**src/pkg/dtc_cfg.svh**
```systemverilog
// Register offsets, field positions and timing counts for the dual timer counter.
`ifndef DTC_CFG_SVH
`define DTC_CFG_SVH
`define DTC_ADDR_MODE 5'h00
`define DTC_ADDR_CTRL 5'h04
`define DTC_ADDR_TL0 5'h08
`define DTC_ADDR_TH0 5'h0c
`define DTC_ADDR_TL1 5'h10
`define DTC_ADDR_TH1 5'h14
`define DTC_ADDR_ISTAT 5'h18
`define DTC_ADDR_IMASK 5'h1c
`define DTC_MODE_RESET 8'h00
`define DTC_CTRL_RESET 8'h00
`define DTC_CTRL_TF1 7
`define DTC_CTRL_TR1 6
`define DTC_CTRL_TF0 5
`define DTC_CTRL_TR0 4
`define DTC_CTRL_IE1 3
`define DTC_CTRL_IT1 2
`define DTC_CTRL_IE0 1
`define DTC_CTRL_IT0 0
`define DTC_MODE_GATE1 7
`define DTC_MODE_CT1 6
`define DTC_MODE_GATE0 3
`define DTC_MODE_CT0 2
`define DTC_CLOCKS_PER_MC 4'd12
`define DTC_RESP_OKAY 2'b00
`define DTC_RESP_SLVERR 2'b10
`endif

```
**src/pkg/dtc_pkg.sv**
```systemverilog
// Types for the dual timer counter.
package dtc_pkg;
  typedef enum logic [1:0]
  {
    DTC_M13 = 2'b00,
    DTC_M16 = 2'b01,
    DTC_M8R = 2'b10,
    DTC_MSPLIT = 2'b11
  } dtc_mode_e;
  typedef enum logic [1:0]
  {
    DTC_WIDLE = 2'b01,
    DTC_WRESP = 2'b10
  } dtc_wstate_e;
endpackage

```
**src/hw/dtc_timer.sv**
```systemverilog
// Dual 8051-style timer/counter with AXI4-Lite registers and interrupt.
//
// Decided for this implementation: the AXI4-Lite slave port and the register offsets.
`timescale 1ns/1ps
`include "dtc_cfg.svh"
module dtc_timer
  import dtc_pkg::*;
(
  input wire logic sys_clk, // 20 MHz clock
  input wire logic reset, // Synchronous active-high reset
  input wire logic [4:0] s_axi_awaddr, // Write address
  input wire logic s_axi_awvalid, // Write address valid
  output logic s_axi_awready, // Write address ready
  input wire logic [31:0] s_axi_wdata, // Write data
  input wire logic [3:0] s_axi_wstrb, // Write strobes
  input wire logic s_axi_wvalid, // Write data valid
  output logic s_axi_wready, // Write data ready
  output logic [1:0] s_axi_bresp, // Write response
  output logic s_axi_bvalid, // Write response valid
  input wire logic s_axi_bready, // Write response ready
  input wire logic [4:0] s_axi_araddr, // Read address
  input wire logic s_axi_arvalid, // Read address valid
  output logic s_axi_arready, // Read address ready
  output logic [31:0] s_axi_rdata, // Read data
  output logic [1:0] s_axi_rresp, // Read response
  output logic s_axi_rvalid, // Read data valid
  input wire logic s_axi_rready, // Read data ready
  input wire logic countInputUnit0, // External count input, unit 0
  input wire logic countInputUnit1, // External count input, unit 1
  input wire logic gatePinUnit0, // External gate pin, unit 0
  input wire logic gatePinUnit1, // External gate pin, unit 1
  input wire logic ovfAckUnit0, // Interrupt serviced pulse, unit 0
  input wire logic ovfAckUnit1, // Interrupt serviced pulse, unit 1
  output logic irq // Level interrupt
);
  logic [7:0] timerModeSelect;
  logic [7:0] timerRunAndFlags;
  logic [7:0] lowByteUnit0;
  logic [7:0] highByteUnit0;
  logic [7:0] lowByteUnit1;
  logic [7:0] highByteUnit1;
  logic [1:0] intStatus;
  logic [1:0] intMask;
  logic [3:0] prescale;
  logic mcTick;
  logic [1:0] cntSample;
  logic [1:0] cntPrev;
  logic [1:0] cntFall;
  logic [1:0] ovf;
  logic [1:0] unitRun;
  logic [1:0] unitGateOk;
  logic [1:0] unitStep;
  logic splitHighStep;
  dtc_mode_e modeUnit0;
  dtc_mode_e modeUnit1;
  dtc_wstate_e wState;
  logic [4:0] wAddr;
  logic [31:0] wData;
  logic [3:0] wStrb;
  logic awHeld;
  logic wHeld;
  logic wrDo;
  logic [7:0] wByte;
  logic next_ovf0;
  logic next_ovf1;
  logic [7:0] next_tl0;
  logic [7:0] next_th0;
  logic [7:0] next_tl1;
  logic [7:0] next_th1;

  assign modeUnit0 = dtc_mode_e'(timerModeSelect[1:0]);
  assign modeUnit1 = dtc_mode_e'(timerModeSelect[5:4]);

  // Machine cycle enable: one pulse every twelve system clocks.
  always_ff @(posedge sys_clk)
  begin
    if (reset)
      prescale <= 4'h0;
    else if (mcTick)
      prescale <= 4'h0;
    else
      prescale <= prescale + 4'h1;
  end
  assign mcTick = (prescale == `DTC_CLOCKS_PER_MC - 4'd1);

  // Count inputs are sampled once per machine cycle, and a fall is seen only when one
  // sample is high and the next low, so recognition spans two machine cycles and each
  // level must be held a full machine cycle by the source.
  always_ff @(posedge sys_clk)
  begin
    if (reset)
    begin
      cntSample <= 2'b00;
      cntPrev <= 2'b00;
    end
    else if (mcTick)
    begin
      cntSample <= {countInputUnit1, countInputUnit0};
      cntPrev <= cntSample;
    end
  end

  // The fall becomes a count at the next machine-cycle tick.
  assign cntFall = cntPrev & ~cntSample;

  generate
    for (genvar u = 0; u < 2; u++)
    begin : g_unit
      localparam int RUNBIT = (u == 0) ? `DTC_CTRL_TR0 : `DTC_CTRL_TR1;
      localparam int GATEBIT = (u == 0) ? `DTC_MODE_GATE0 : `DTC_MODE_GATE1;
      localparam int CTBIT = (u == 0) ? `DTC_MODE_CT0 : `DTC_MODE_CT1;
      logic gatePin;
      assign gatePin = (u == 0) ? gatePinUnit0 : gatePinUnit1;
      assign unitRun[u] = timerRunAndFlags[RUNBIT];
      assign unitGateOk[u] = ~timerModeSelect[GATEBIT] | gatePin;
      assign unitStep[u] = mcTick & unitRun[u] & unitGateOk[u] &
        (timerModeSelect[CTBIT] ? cntFall[u] : 1'b1);
    end
  endgenerate

  // In split mode the high byte of unit 0 runs on unit 1's run bit as a timer.
  assign splitHighStep = mcTick & unitRun[1];

  // Unit 0 next state.
  always_comb
  begin
    next_tl0 = lowByteUnit0;
    next_th0 = highByteUnit0;
    next_ovf0 = 1'b0;
    next_ovf1 = 1'b0;
    case (modeUnit0)
      DTC_M13:
      begin
        if (unitStep[0])
        begin
          {next_ovf0, next_th0, next_tl0[4:0]} = {1'b0, highByteUnit0, lowByteUnit0[4:0]}
            + 14'h0001;
        end
        next_tl0[7:5] = 3'h0;
      end
      DTC_M16:
      begin
        if (unitStep[0])
          {next_ovf0, next_th0, next_tl0} = {1'b0, highByteUnit0, lowByteUnit0}
            + 17'h00001;
      end
      DTC_M8R:
      begin
        if (unitStep[0])
        begin
          next_ovf0 = (lowByteUnit0 == 8'hff);
          next_tl0 = next_ovf0 ? highByteUnit0 : lowByteUnit0 + 8'h01;
        end
      end
      DTC_MSPLIT:
      begin
        if (unitStep[0])
          {next_ovf0, next_tl0} = {1'b0, lowByteUnit0} + 9'h001;
        if (splitHighStep)
          {next_ovf1, next_th0} = {1'b0, highByteUnit0} + 9'h001;
      end
      default:
      begin
        next_tl0 = lowByteUnit0;
      end
    endcase
  end

  // Unit 1 next state; it never raises its flag while unit 0 is split.
  always_comb
  begin
    next_tl1 = lowByteUnit1;
    next_th1 = highByteUnit1;
    ovf = {next_ovf1, next_ovf0};
    case (modeUnit1)
      DTC_M13:
      begin
        if (unitStep[1])
        begin
          {ovf[1], next_th1, next_tl1[4:0]} = {1'b0, highByteUnit1, lowByteUnit1[4:0]}
            + 14'h0001;
        end
        next_tl1[7:5] = 3'h0;
      end
      DTC_M16:
      begin
        if (unitStep[1])
          {ovf[1], next_th1, next_tl1} = {1'b0, highByteUnit1, lowByteUnit1}
            + 17'h00001;
      end
      DTC_M8R:
      begin
        if (unitStep[1])
        begin
          ovf[1] = (lowByteUnit1 == 8'hff);
          next_tl1 = ovf[1] ? highByteUnit1 : lowByteUnit1 + 8'h01;
        end
      end
      DTC_MSPLIT:
      begin
        next_tl1 = lowByteUnit1;
      end
      default:
      begin
        next_tl1 = lowByteUnit1;
      end
    endcase
    if (modeUnit0 == DTC_MSPLIT)
      ovf[1] = next_ovf1;
  end

  // Write channel: address and data may arrive in either order.
  assign s_axi_awready = (wState == DTC_WIDLE) & ~awHeld;
  assign s_axi_wready = (wState == DTC_WIDLE) & ~wHeld;
  assign wrDo = (wState == DTC_WIDLE) & awHeld & wHeld;
  assign wByte = wStrb[0] ? wData[7:0] : 8'h00;

  always_ff @(posedge sys_clk)
  begin
    if (reset)
    begin
      wState <= DTC_WIDLE;
      awHeld <= 1'b0;
      wHeld <= 1'b0;
      wAddr <= 5'h00;
      wData <= 32'h0;
      wStrb <= 4'h0;
      s_axi_bvalid <= 1'b0;
      s_axi_bresp <= `DTC_RESP_OKAY;
    end
    else
    begin
      case (wState)
        DTC_WIDLE:
        begin
          if (s_axi_awvalid & s_axi_awready)
          begin
            awHeld <= 1'b1;
            wAddr <= s_axi_awaddr;
          end
          if (s_axi_wvalid & s_axi_wready)
          begin
            wHeld <= 1'b1;
            wData <= s_axi_wdata;
            wStrb <= s_axi_wstrb;
          end
          if (wrDo)
          begin
            awHeld <= 1'b0;
            wHeld <= 1'b0;
            s_axi_bvalid <= 1'b1;
            s_axi_bresp <= (wAddr[1:0] != 2'b00) ? `DTC_RESP_SLVERR : `DTC_RESP_OKAY;
            wState <= DTC_WRESP;
          end
        end
        DTC_WRESP:
        begin
          if (s_axi_bready)
          begin
            s_axi_bvalid <= 1'b0;
            wState <= DTC_WIDLE;
          end
        end
        default:
        begin
          wState <= DTC_WIDLE;
        end
      endcase
    end
  end

  // Mode register.
  always_ff @(posedge sys_clk)
  begin
    if (reset)
      timerModeSelect <= `DTC_MODE_RESET;
    else if (wrDo && wAddr == `DTC_ADDR_MODE && wStrb[0])
      timerModeSelect <= wByte;
  end

  // Control register; hardware sets of the overflow flags win over software clears.
  always_ff @(posedge sys_clk)
  begin
    if (reset)
      timerRunAndFlags <= `DTC_CTRL_RESET;
    else
    begin
      if (wrDo && wAddr == `DTC_ADDR_CTRL && wStrb[0])
        timerRunAndFlags <= wByte;
      if (ovfAckUnit0)
        timerRunAndFlags[`DTC_CTRL_TF0] <= 1'b0;
      if (ovfAckUnit1)
        timerRunAndFlags[`DTC_CTRL_TF1] <= 1'b0;
      if (ovf[0])
        timerRunAndFlags[`DTC_CTRL_TF0] <= 1'b1;
      if (ovf[1])
        timerRunAndFlags[`DTC_CTRL_TF1] <= 1'b1;
    end
  end

  // Count registers; a software write takes effect over the counting step.
  always_ff @(posedge sys_clk)
  begin
    if (reset)
    begin
      lowByteUnit0 <= 8'h00;
      highByteUnit0 <= 8'h00;
      lowByteUnit1 <= 8'h00;
      highByteUnit1 <= 8'h00;
    end
    else
    begin
      lowByteUnit0 <= next_tl0;
      highByteUnit0 <= next_th0;
      lowByteUnit1 <= next_tl1;
      highByteUnit1 <= next_th1;
      if (wrDo && wStrb[0])
      begin
        case (wAddr)
          `DTC_ADDR_TL0: lowByteUnit0 <= wByte;
          `DTC_ADDR_TH0: highByteUnit0 <= wByte;
          `DTC_ADDR_TL1: lowByteUnit1 <= wByte;
          `DTC_ADDR_TH1: highByteUnit1 <= wByte;
          default: lowByteUnit0 <= next_tl0;
        endcase
      end
    end
  end

  // Interrupt status is sticky, write one to clear, and a new event wins.
  always_ff @(posedge sys_clk)
  begin
    if (reset)
    begin
      intStatus <= 2'b00;
      intMask <= 2'b00;
    end
    else
    begin
      if (wrDo && wAddr == `DTC_ADDR_IMASK && wStrb[0])
        intMask <= wData[1:0];
      if (wrDo && wAddr == `DTC_ADDR_ISTAT && wStrb[0])
        intStatus <= (intStatus & ~wData[1:0]) | ovf;
      else
        intStatus <= intStatus | ovf;
    end
  end
  assign irq = |(intStatus & intMask);

  // Read channel: one cycle to answer, held until accepted.
  assign s_axi_arready = ~s_axi_rvalid;
  always_ff @(posedge sys_clk)
  begin
    if (reset)
    begin
      s_axi_rvalid <= 1'b0;
      s_axi_rdata <= 32'h0;
      s_axi_rresp <= `DTC_RESP_OKAY;
    end
    else if (s_axi_arvalid & s_axi_arready)
    begin
      s_axi_rvalid <= 1'b1;
      s_axi_rresp <= `DTC_RESP_OKAY;
      case (s_axi_araddr)
        `DTC_ADDR_MODE: s_axi_rdata <= {24'h0, timerModeSelect};
        `DTC_ADDR_CTRL: s_axi_rdata <= {24'h0, timerRunAndFlags};
        `DTC_ADDR_TL0: s_axi_rdata <= {24'h0, lowByteUnit0};
        `DTC_ADDR_TH0: s_axi_rdata <= {24'h0, highByteUnit0};
        `DTC_ADDR_TL1: s_axi_rdata <= {24'h0, lowByteUnit1};
        `DTC_ADDR_TH1: s_axi_rdata <= {24'h0, highByteUnit1};
        `DTC_ADDR_ISTAT: s_axi_rdata <= {30'h0, intStatus};
        `DTC_ADDR_IMASK: s_axi_rdata <= {30'h0, intMask};
        default:
        begin
          s_axi_rdata <= 32'h0;
          s_axi_rresp <= `DTC_RESP_SLVERR;
        end
      endcase
    end
    else if (s_axi_rready)
      s_axi_rvalid <= 1'b0;
  end
endmodule // dtc_timer

```
**config.mk**
```make
export PLATFORM = sky130hd
export DESIGN_NAME = dtc_timer
export DESIGN_NICKNAME = d
export VERILOG_FILES = /design/src/pkg/dtc_pkg.sv /design/src/hw/dtc_timer.sv
export VERILOG_INCLUDE_DIRS = /design/src /design/src/pkg
export SDC_FILE = /design/constraint.sdc
export NUM_CORES = 1
export LEC_CHECK = 0
export BUFFER_PORTS_ARGS = -buffer_cell sky130_fd_sc_hd__buf_2
export CORE_AREA = 2 2 78 137
export DETAILED_ROUTE_END_ITERATION = 10
export DIE_AREA = 0 0 80 139
export PLACE_DENSITY = 0.84
export SKIP_CTS_REPAIR_TIMING = 1
export SYNTH_ARGS = -nofsm -noshare
export SYNTH_HDL_FRONTEND = slang
export SYNTH_SLANG_ARGS = --single-unit
```
**constraint.sdc**
```tcl
create_clock -name sys_clk -period 2.3 [get_ports sys_clk]
set_clock_uncertainty 0.05 [all_clocks]
set_input_delay 0.115 -clock sys_clk [delete_from_list [all_inputs] [get_ports sys_clk]]
set_output_delay 0.115 -clock sys_clk [all_outputs]
set_load 0.1 [all_outputs]
```
### Word level (Yosys, flattened, before mapping)

Cells that the tools add are included.

| word-level totals | value |
|---|---|
| flip-flop bits (word level) | 116 |
| bits in latches | 0 |
| bits in writable memories | 0 |
| bits in read-only memories | 0 |
| input port bits | 59 |
| output and inout port bits | 42 |
| word-level logic and storage cells | 179 |
| memories | 0 |

| operators by class | value |
|---|---|
| add/sub/neg operators | 9 |
| $mul | 0 |
| div/mod/pow operators | 0 |
| $lt $le $gt $ge | 0 |
| equal/unequal tests | 27 |
| shift-type cells | 0 |
| multiplexer cells | 62 |
| bitwise gates (word level) | 27 |
| reductions and logical operators | 30 |

Operators by type and width:

| cell | count |
|---|---|
| $mux W8 | 22 |
| $pmux W8 S4 | 2 |
| $pmux W8 S8 | 1 |
| $eq A5 B5 Y1 const B | 8 |
| $add A16 B1 Y17 const B | 2 |
| $add A13 B1 Y14 const B | 2 |
| $mux W1 | 24 |
| $pmux W8 S3 | 1 |
| $eq A5 B4 Y1 const B | 4 |
| $add A8 B1 Y9 const B | 2 |
| $add A8 B1 Y8 const B | 2 |
| $eq A8 B8 Y1 const B | 2 |
| $pmux W8 S2 | 1 |
| $and A1 B1 Y1 | 13 |
| $reduce_and A2 Y1 | 6 |
| $eq A2 B2 Y1 const B | 5 |
| $eq A5 B3 Y1 const B | 2 |
| $logic_not A5 Y1 | 2 |
| $mux W2 | 5 |
| $mux W5 | 2 |
| $reduce_bool A2 Y1 | 5 |
| $logic_and A1 B1 Y1 | 9 |
| $reduce_or A8 Y1 | 1 |
| $and A2 B2 Y2 | 3 |
| 16 further kinds | 29 |

### Logic depth before layout (Yosys ltp)

| logic depth | value |
|---|---|
| depth in word-level cells | 9 |
| mapped depth | 10 |
| mapped depth without buffers | 7 |

### Worst setup path before layout

No wires, ideal clock.

| timing path | value |
|---|---|
| path kind | reg-to-reg |
| from | register wState[1] |
| to | register wAddr[4] |
| library setup time | 0.128 ns |
| arrival | 2.530 ns |
| slack | -0.408 ns |
| cell stages (with the launch flop) | 7 |
| period minus slack after synthesis | 2.708 ns |
| path through | dfxtp_1 -> nand2b_1 -> nor2_1 -> and2_1 -> clkbuf_1 -> mux2i_1 -> nor2_1 |

| on the way | value |
|---|---|
| longest elaborated chain between the ends | 4 |

Ends and longest elaborated chain:

| what | RTL line | text |
|---|---|---|
| from (decl) | dtc_timer.sv:56 | `dtc_wstate_e wState;` |
| from (signal assigned) | dtc_timer.sv:222 | `wState <= DTC_WIDLE;` |
| from (signal assigned) | dtc_timer.sv:253 | `wState <= DTC_WRESP;` |
| from (signal assigned) | dtc_timer.sv:261 | `wState <= DTC_WIDLE;` |
| $eq A2 B1 Y1 | dtc_timer.sv:213 | `assign s_axi_awready = (wState == DTC_WIDLE) & ~awHeld;` |
| $and A1 B1 Y1 | dtc_timer.sv:213 |  |
| named net s_axi_awready | dtc_timer.sv:13 | `output logic s_axi_awready,` |
| $and A1 B1 Y1 | dtc_timer.sv:236 | `if (s_axi_awvalid & s_axi_awready)` |
| $reduce_and A2 Y1 (no line) | n/a |  |
| to (signal assigned) | dtc_timer.sv:239 | `wAddr <= s_axi_awaddr;` |
| to (decl) | dtc_timer.sv:57 | `logic [4:0] wAddr;` |

The timed path passes the listed nets, and every way through them passes these cells.
A chain may end at the register's enable or synchronous reset.

### Final worst setup path

| timing path | value |
|---|---|
| from | register highByteUnit0[0] |
| to | register intStatus[1] |

| on the way | value |
|---|---|
| longest elaborated chain between the ends | 8 |
| elaborated cells on any way between the ends | 11 |
| those cells by class | add/sub: 1; mux: 8; bitwise: 2 |

Ends and longest elaborated chain:

| what | RTL line | text |
|---|---|---|
| from (decl) | dtc_timer.sv:39 | `logic [7:0] highByteUnit0;` |
| from (signal assigned) | dtc_timer.sv:314 | `highByteUnit0 <= next_th0;` |
| from (signal assigned) | dtc_timer.sv:321 | `` `DTC_ADDR_TH0: highByteUnit0 <= wByte; `` |
| $add A8 B1 Y9 (*) | dtc_timer.sv:160 | `{next_ovf1, next_th0} = {1'b0, highByteUnit0} + 9'h001;` |
| $mux W1 (*) | dtc_timer.sv:159 | `if (splitHighStep)` |
| $mux W1 (*) | dtc_timer.sv:131 | `case (modeUnit0)` |
| $mux W1, on equally long branches | dtc_timer.sv:193, dtc_timer.sv:178, dtc_timer.sv:187 |  |
| $pmux W1 S3 | dtc_timer.sv:175 | `case (modeUnit1)` |
| $mux W1 (*) | dtc_timer.sv:208 | `if (modeUnit0 == DTC_MSPLIT)` |
| $or A2 B2 Y2, on equally long branches | dtc_timer.sv:345, dtc_timer.sv:343 |  |
| $mux W2 (*) | dtc_timer.sv:342 | `` if (wrDo && wAddr == `DTC_ADDR_ISTAT && wStrb[0]) `` |
| to (signal assigned) | dtc_timer.sv:343 | `intStatus <= (intStatus & ~wData[1:0]) \| ovf;` |
| to (signal assigned) | dtc_timer.sv:345 | `intStatus <= intStatus \| ovf;` |
| to (decl) | dtc_timer.sv:42 | `logic [1:0] intStatus;` |

Mark *: on every way between the ends. The rest lies on a longest branch, timed or not.

==> results_dict.tcl <==
set metrics [dict create \
    status "complete, but fails checks" \
    failed_checks "hold timing" \
    yosysSeqAreaShare_pct 32.8 \
    min_path_type "input port to register" \
    crit_path_end_kind "register" \
    worst-r2r-cell-count 8 \
    finish.utilization_pct 65.7 \
    tightest_slew_ns 0.662 \
    finalNonFillerCells 937 \
    place_area_um2 6100 \
    critical_path_required_ns 2.54 \
    io_buffers 47 \
    drt_iter0_drc 615 \
    ioPinCount 101 \
    grt_pass1_wl_mm 30.1 \
    cts-htree-levels 3 \
    fp.dieArea_um2 11100 \
    fill_cells 843 \
    gr-usage-all-layers_pct 34.9 \
    fin_crit_ns 2.22 \
    drtPass1Iterations 6 \
    intPower_mw 2.56 \
    holdWs_ns -0.0365 \
    num_vias 6070 \
    cts_made_buffers 9 \
    mostFrequentLayoutCells "90 x dfxtp_1, 88 x nand2_1, 78 x nor2_1" \
    p_leak_nw 2.62 \
    synth_warnings 0 \
    grtUsageMet2_pct 59.1 \
    rsz0062_at_grt "no" \
    core_um2 10100 \
    synthCells 715 \
    netlist_area_um2 5500 \
    die_h_um 139 \
    grt.busiest_layer "met2" \
    switching_share_pct 31.0 \
    hp-start "s_axi_awaddr[4]" \
    irDropWorstVdd_mv 0.505 \
    final_area_um2 6610 \
    antenna_found_initial 0 \
    path_clk_slew_ns 0.07 \
    r2r-start "highByteUnit0[0]" \
    rows 49 \
    wl_per_cell_um 20.9 \
    crit_cells 8 \
    worstReg2RegEnd "intStatus[1]" \
    cts_tree "built" \
    avgSynthCellArea_um2 7.69 \
    die_x_um 80 \
    startpoint_type "register" \
    slowest_delay_ns 0.46 \
    crit_buf_inv 1 \
    mostFrequentLayoutCell "dfxtp_1" \
    grt_pass1_vias 5892 \
    grt_max_degree 51 \
    root_buffer "clkbuf_16" \
    dp_cells 907 \
    clk_latency_ns 0.35 \
    worstSetupPathType "register to register" \
    yosysUniqueCellTypes 75 \
    synth_ff_type "dfxtp_1" \
    antenna-diode-count 0 \
    cp.arrival_ns 2.46 \
    clock_path_buffers 2 \
    fmax_ghz 0.450 \
    crit_fanout 2 \
    grt-ovfl-total 0 \
    synth-seq-cells 90 \
    setup_violations 0 \
    start_util_pct 54.7 \
    area_growth_pct 20.2 \
    met3_usage_pct 5.66 \
    cap_violations 0 \
    cts.sinks 90 \
    crit_chain "ha_1, and4_1, and3_1, and2_1, a32oi_1, a2111oi_2, buf_4, a31o_1" \
    synthArstFlopShare_pct 0 \
    relSlewSlack_pct 55.8 \
    synth_edf_count 0 \
    cp_slowest_cell "a2111oi_2" \
    power_frac_seq_pct 44.0 \
    rrSetupSlack_ns 0.08 \
    setup_tns_ns 0 \
    whs_endpoint "wAddr[4]" \
    p_clk_share_pct 41.7 \
    ant_nets 0 \
    crit_family "simple AND/OR/NAND/NOR gates" \
    whs_path_depth 3 \
    drive_above_1_share_pct 19.1 \
    nets 868 \
    combPwrFrac_pct 14.3 \
    post-route-period-util_pct 96.6 \
    routed_wl_mm 19.6 \
    power_density_nw_per_um2 562 \
    use_met1_pct 37.3 \
    gp_congestion 0.991 \
    dp_hpwl_mm 14.2 \
    drc 0 \
    routed_via_density 6.48 \
    maxSlewViolCount 0 \
    switching_power_mw 1.15 \
    final-hold-violation-count 3 \
]
==> flip-flops by register name (all words and copies together), names as in the netlist, 2 cells and up <==
signal            flops
cntPrev               2
cntSample             2
highByteUnit0         8
highByteUnit1         8
intMask               2
intStatus             2
lowByteUnit0          8
lowByteUnit1          8
prescale              4
s_axi_rdata           8
timerModeSelect       8
timerRunAndFlags      8
wAddr                 5
wData                 8
wState                2
==> power groups by stage <==
| stage | Sequential [mW] | Clock, mW | Combinational [mW] |
|---|---|---|---|
| finish | 1.63 | 1.55 | 0.532 |
| global route | 1.64 | 1.61 | 0.559 |
| CTS | 1.63 | 1.56 | 0.504 |
| detailed placement | 1.67 | 0 | 0.503 |
| global placement | 1.66 | 0 | 0.495 |
| floorplan | 1.70 | 0 | 0.413 |
==> worst max-delay path by stage <==
stage	slack [ns]	to	from
5_1_grt	0.01	intStatus[1]	highByteUnit0[1]
2_1_floorplan	0.07	wAddr[4]	wState[1]
3_5_place_dp	0.1	highByteUnit0[2]	prescale[0]
4_1_cts	0.04	highByteUnit0[2]	prescale[0]
6_report	0.08	intStatus[1]	highByteUnit0[0]
3_3_place_gp	0.08	intStatus[1]	highByteUnit0[0]
==> area by class of cell <==
type | count | area [um^2] | area share (%)
Sequential cell | 90 | 1800 | 27.3
Multi-Input combinational cell | 565 | 3410 | 51.6
Clock inverter | 7 | 86.3 | 1.31
Clock buffer | 9 | 225 | 3.41
Timing Repair Buffer | 126 | 876 | 13.3
Inverter | 13 | 48.8 | 0.739
Tap cell | 127 | 159 | 2.41
==> worst register-to-register path: cells and delay by family (launching register included) <==
family | cells | cell delay, ns
and+or+nand+nor | 3 | 0.67
buffers and inverters | 1 | 0.19
DFF | 1 | 0.34
AOI/OAI and AO/OA | 3 | 0.66
adders and majority gates | 1 | 0.26
==> per-layer routing <==
layer / wire length (um) / vias up
li1: - / 2752
met1: 6730 / 2855
met3: 1300 / 104
met2: 9880 / 359
met4: 1660 / 0
met5: 0 / -
==> per-stage QoR <==
stage / power (mW) / setup WS (ns)
2_1_floorplan: 2.11 / 0.0697
3_3_place_gp: 2.16 / 0.0825
3_5_place_dp: 2.17 / 0.0993
4_1_cts: 3.70 / 0.0390
5_1_grt: 3.80 / 0.0112
6_report: 3.72 / 0.0792
==> logic make-up after synthesis <==
family / count (synthesis) / synth area share, %
other: 1 / 0.0682
buffers and inverters: 85 / 7.90
adder cells (fa/ha/maj): 4 / 0.911
AO/OA/AOI/OAI: 192 / 23.9
XOR/XNOR: 24 / 3.83
AND/OR/NAND/NOR: 302 / 27.5
multiplexers: 17 / 3.14
flip-flops: 90 / 32.8
==> Yosys cell counts, types with 9 or more instances <==
library cell	number	area (um^2)
xnor2_1	13	114
inv_1	13	48.8
and3_1	10	62.6
mux2i_1	15	150
clkbuf_1	32	120
nand4_1	12	75.1
a31oi_1	9	56.3
a21oi_1	59	295
buf_2	10	50.1
a22oi_1	9	67.6
nand2_1	88	330
a22o_1	9	78.8
nor3_1	15	75.1
buf_4	27	203
o21ai_0	25	125
nand3_1	41	205
xor2_1	11	96.3
a211oi_1	21	158
dfxtp_1	90	1800
nor2_1	80	300
Note: power is estimated with default switching activity, not from simulation.
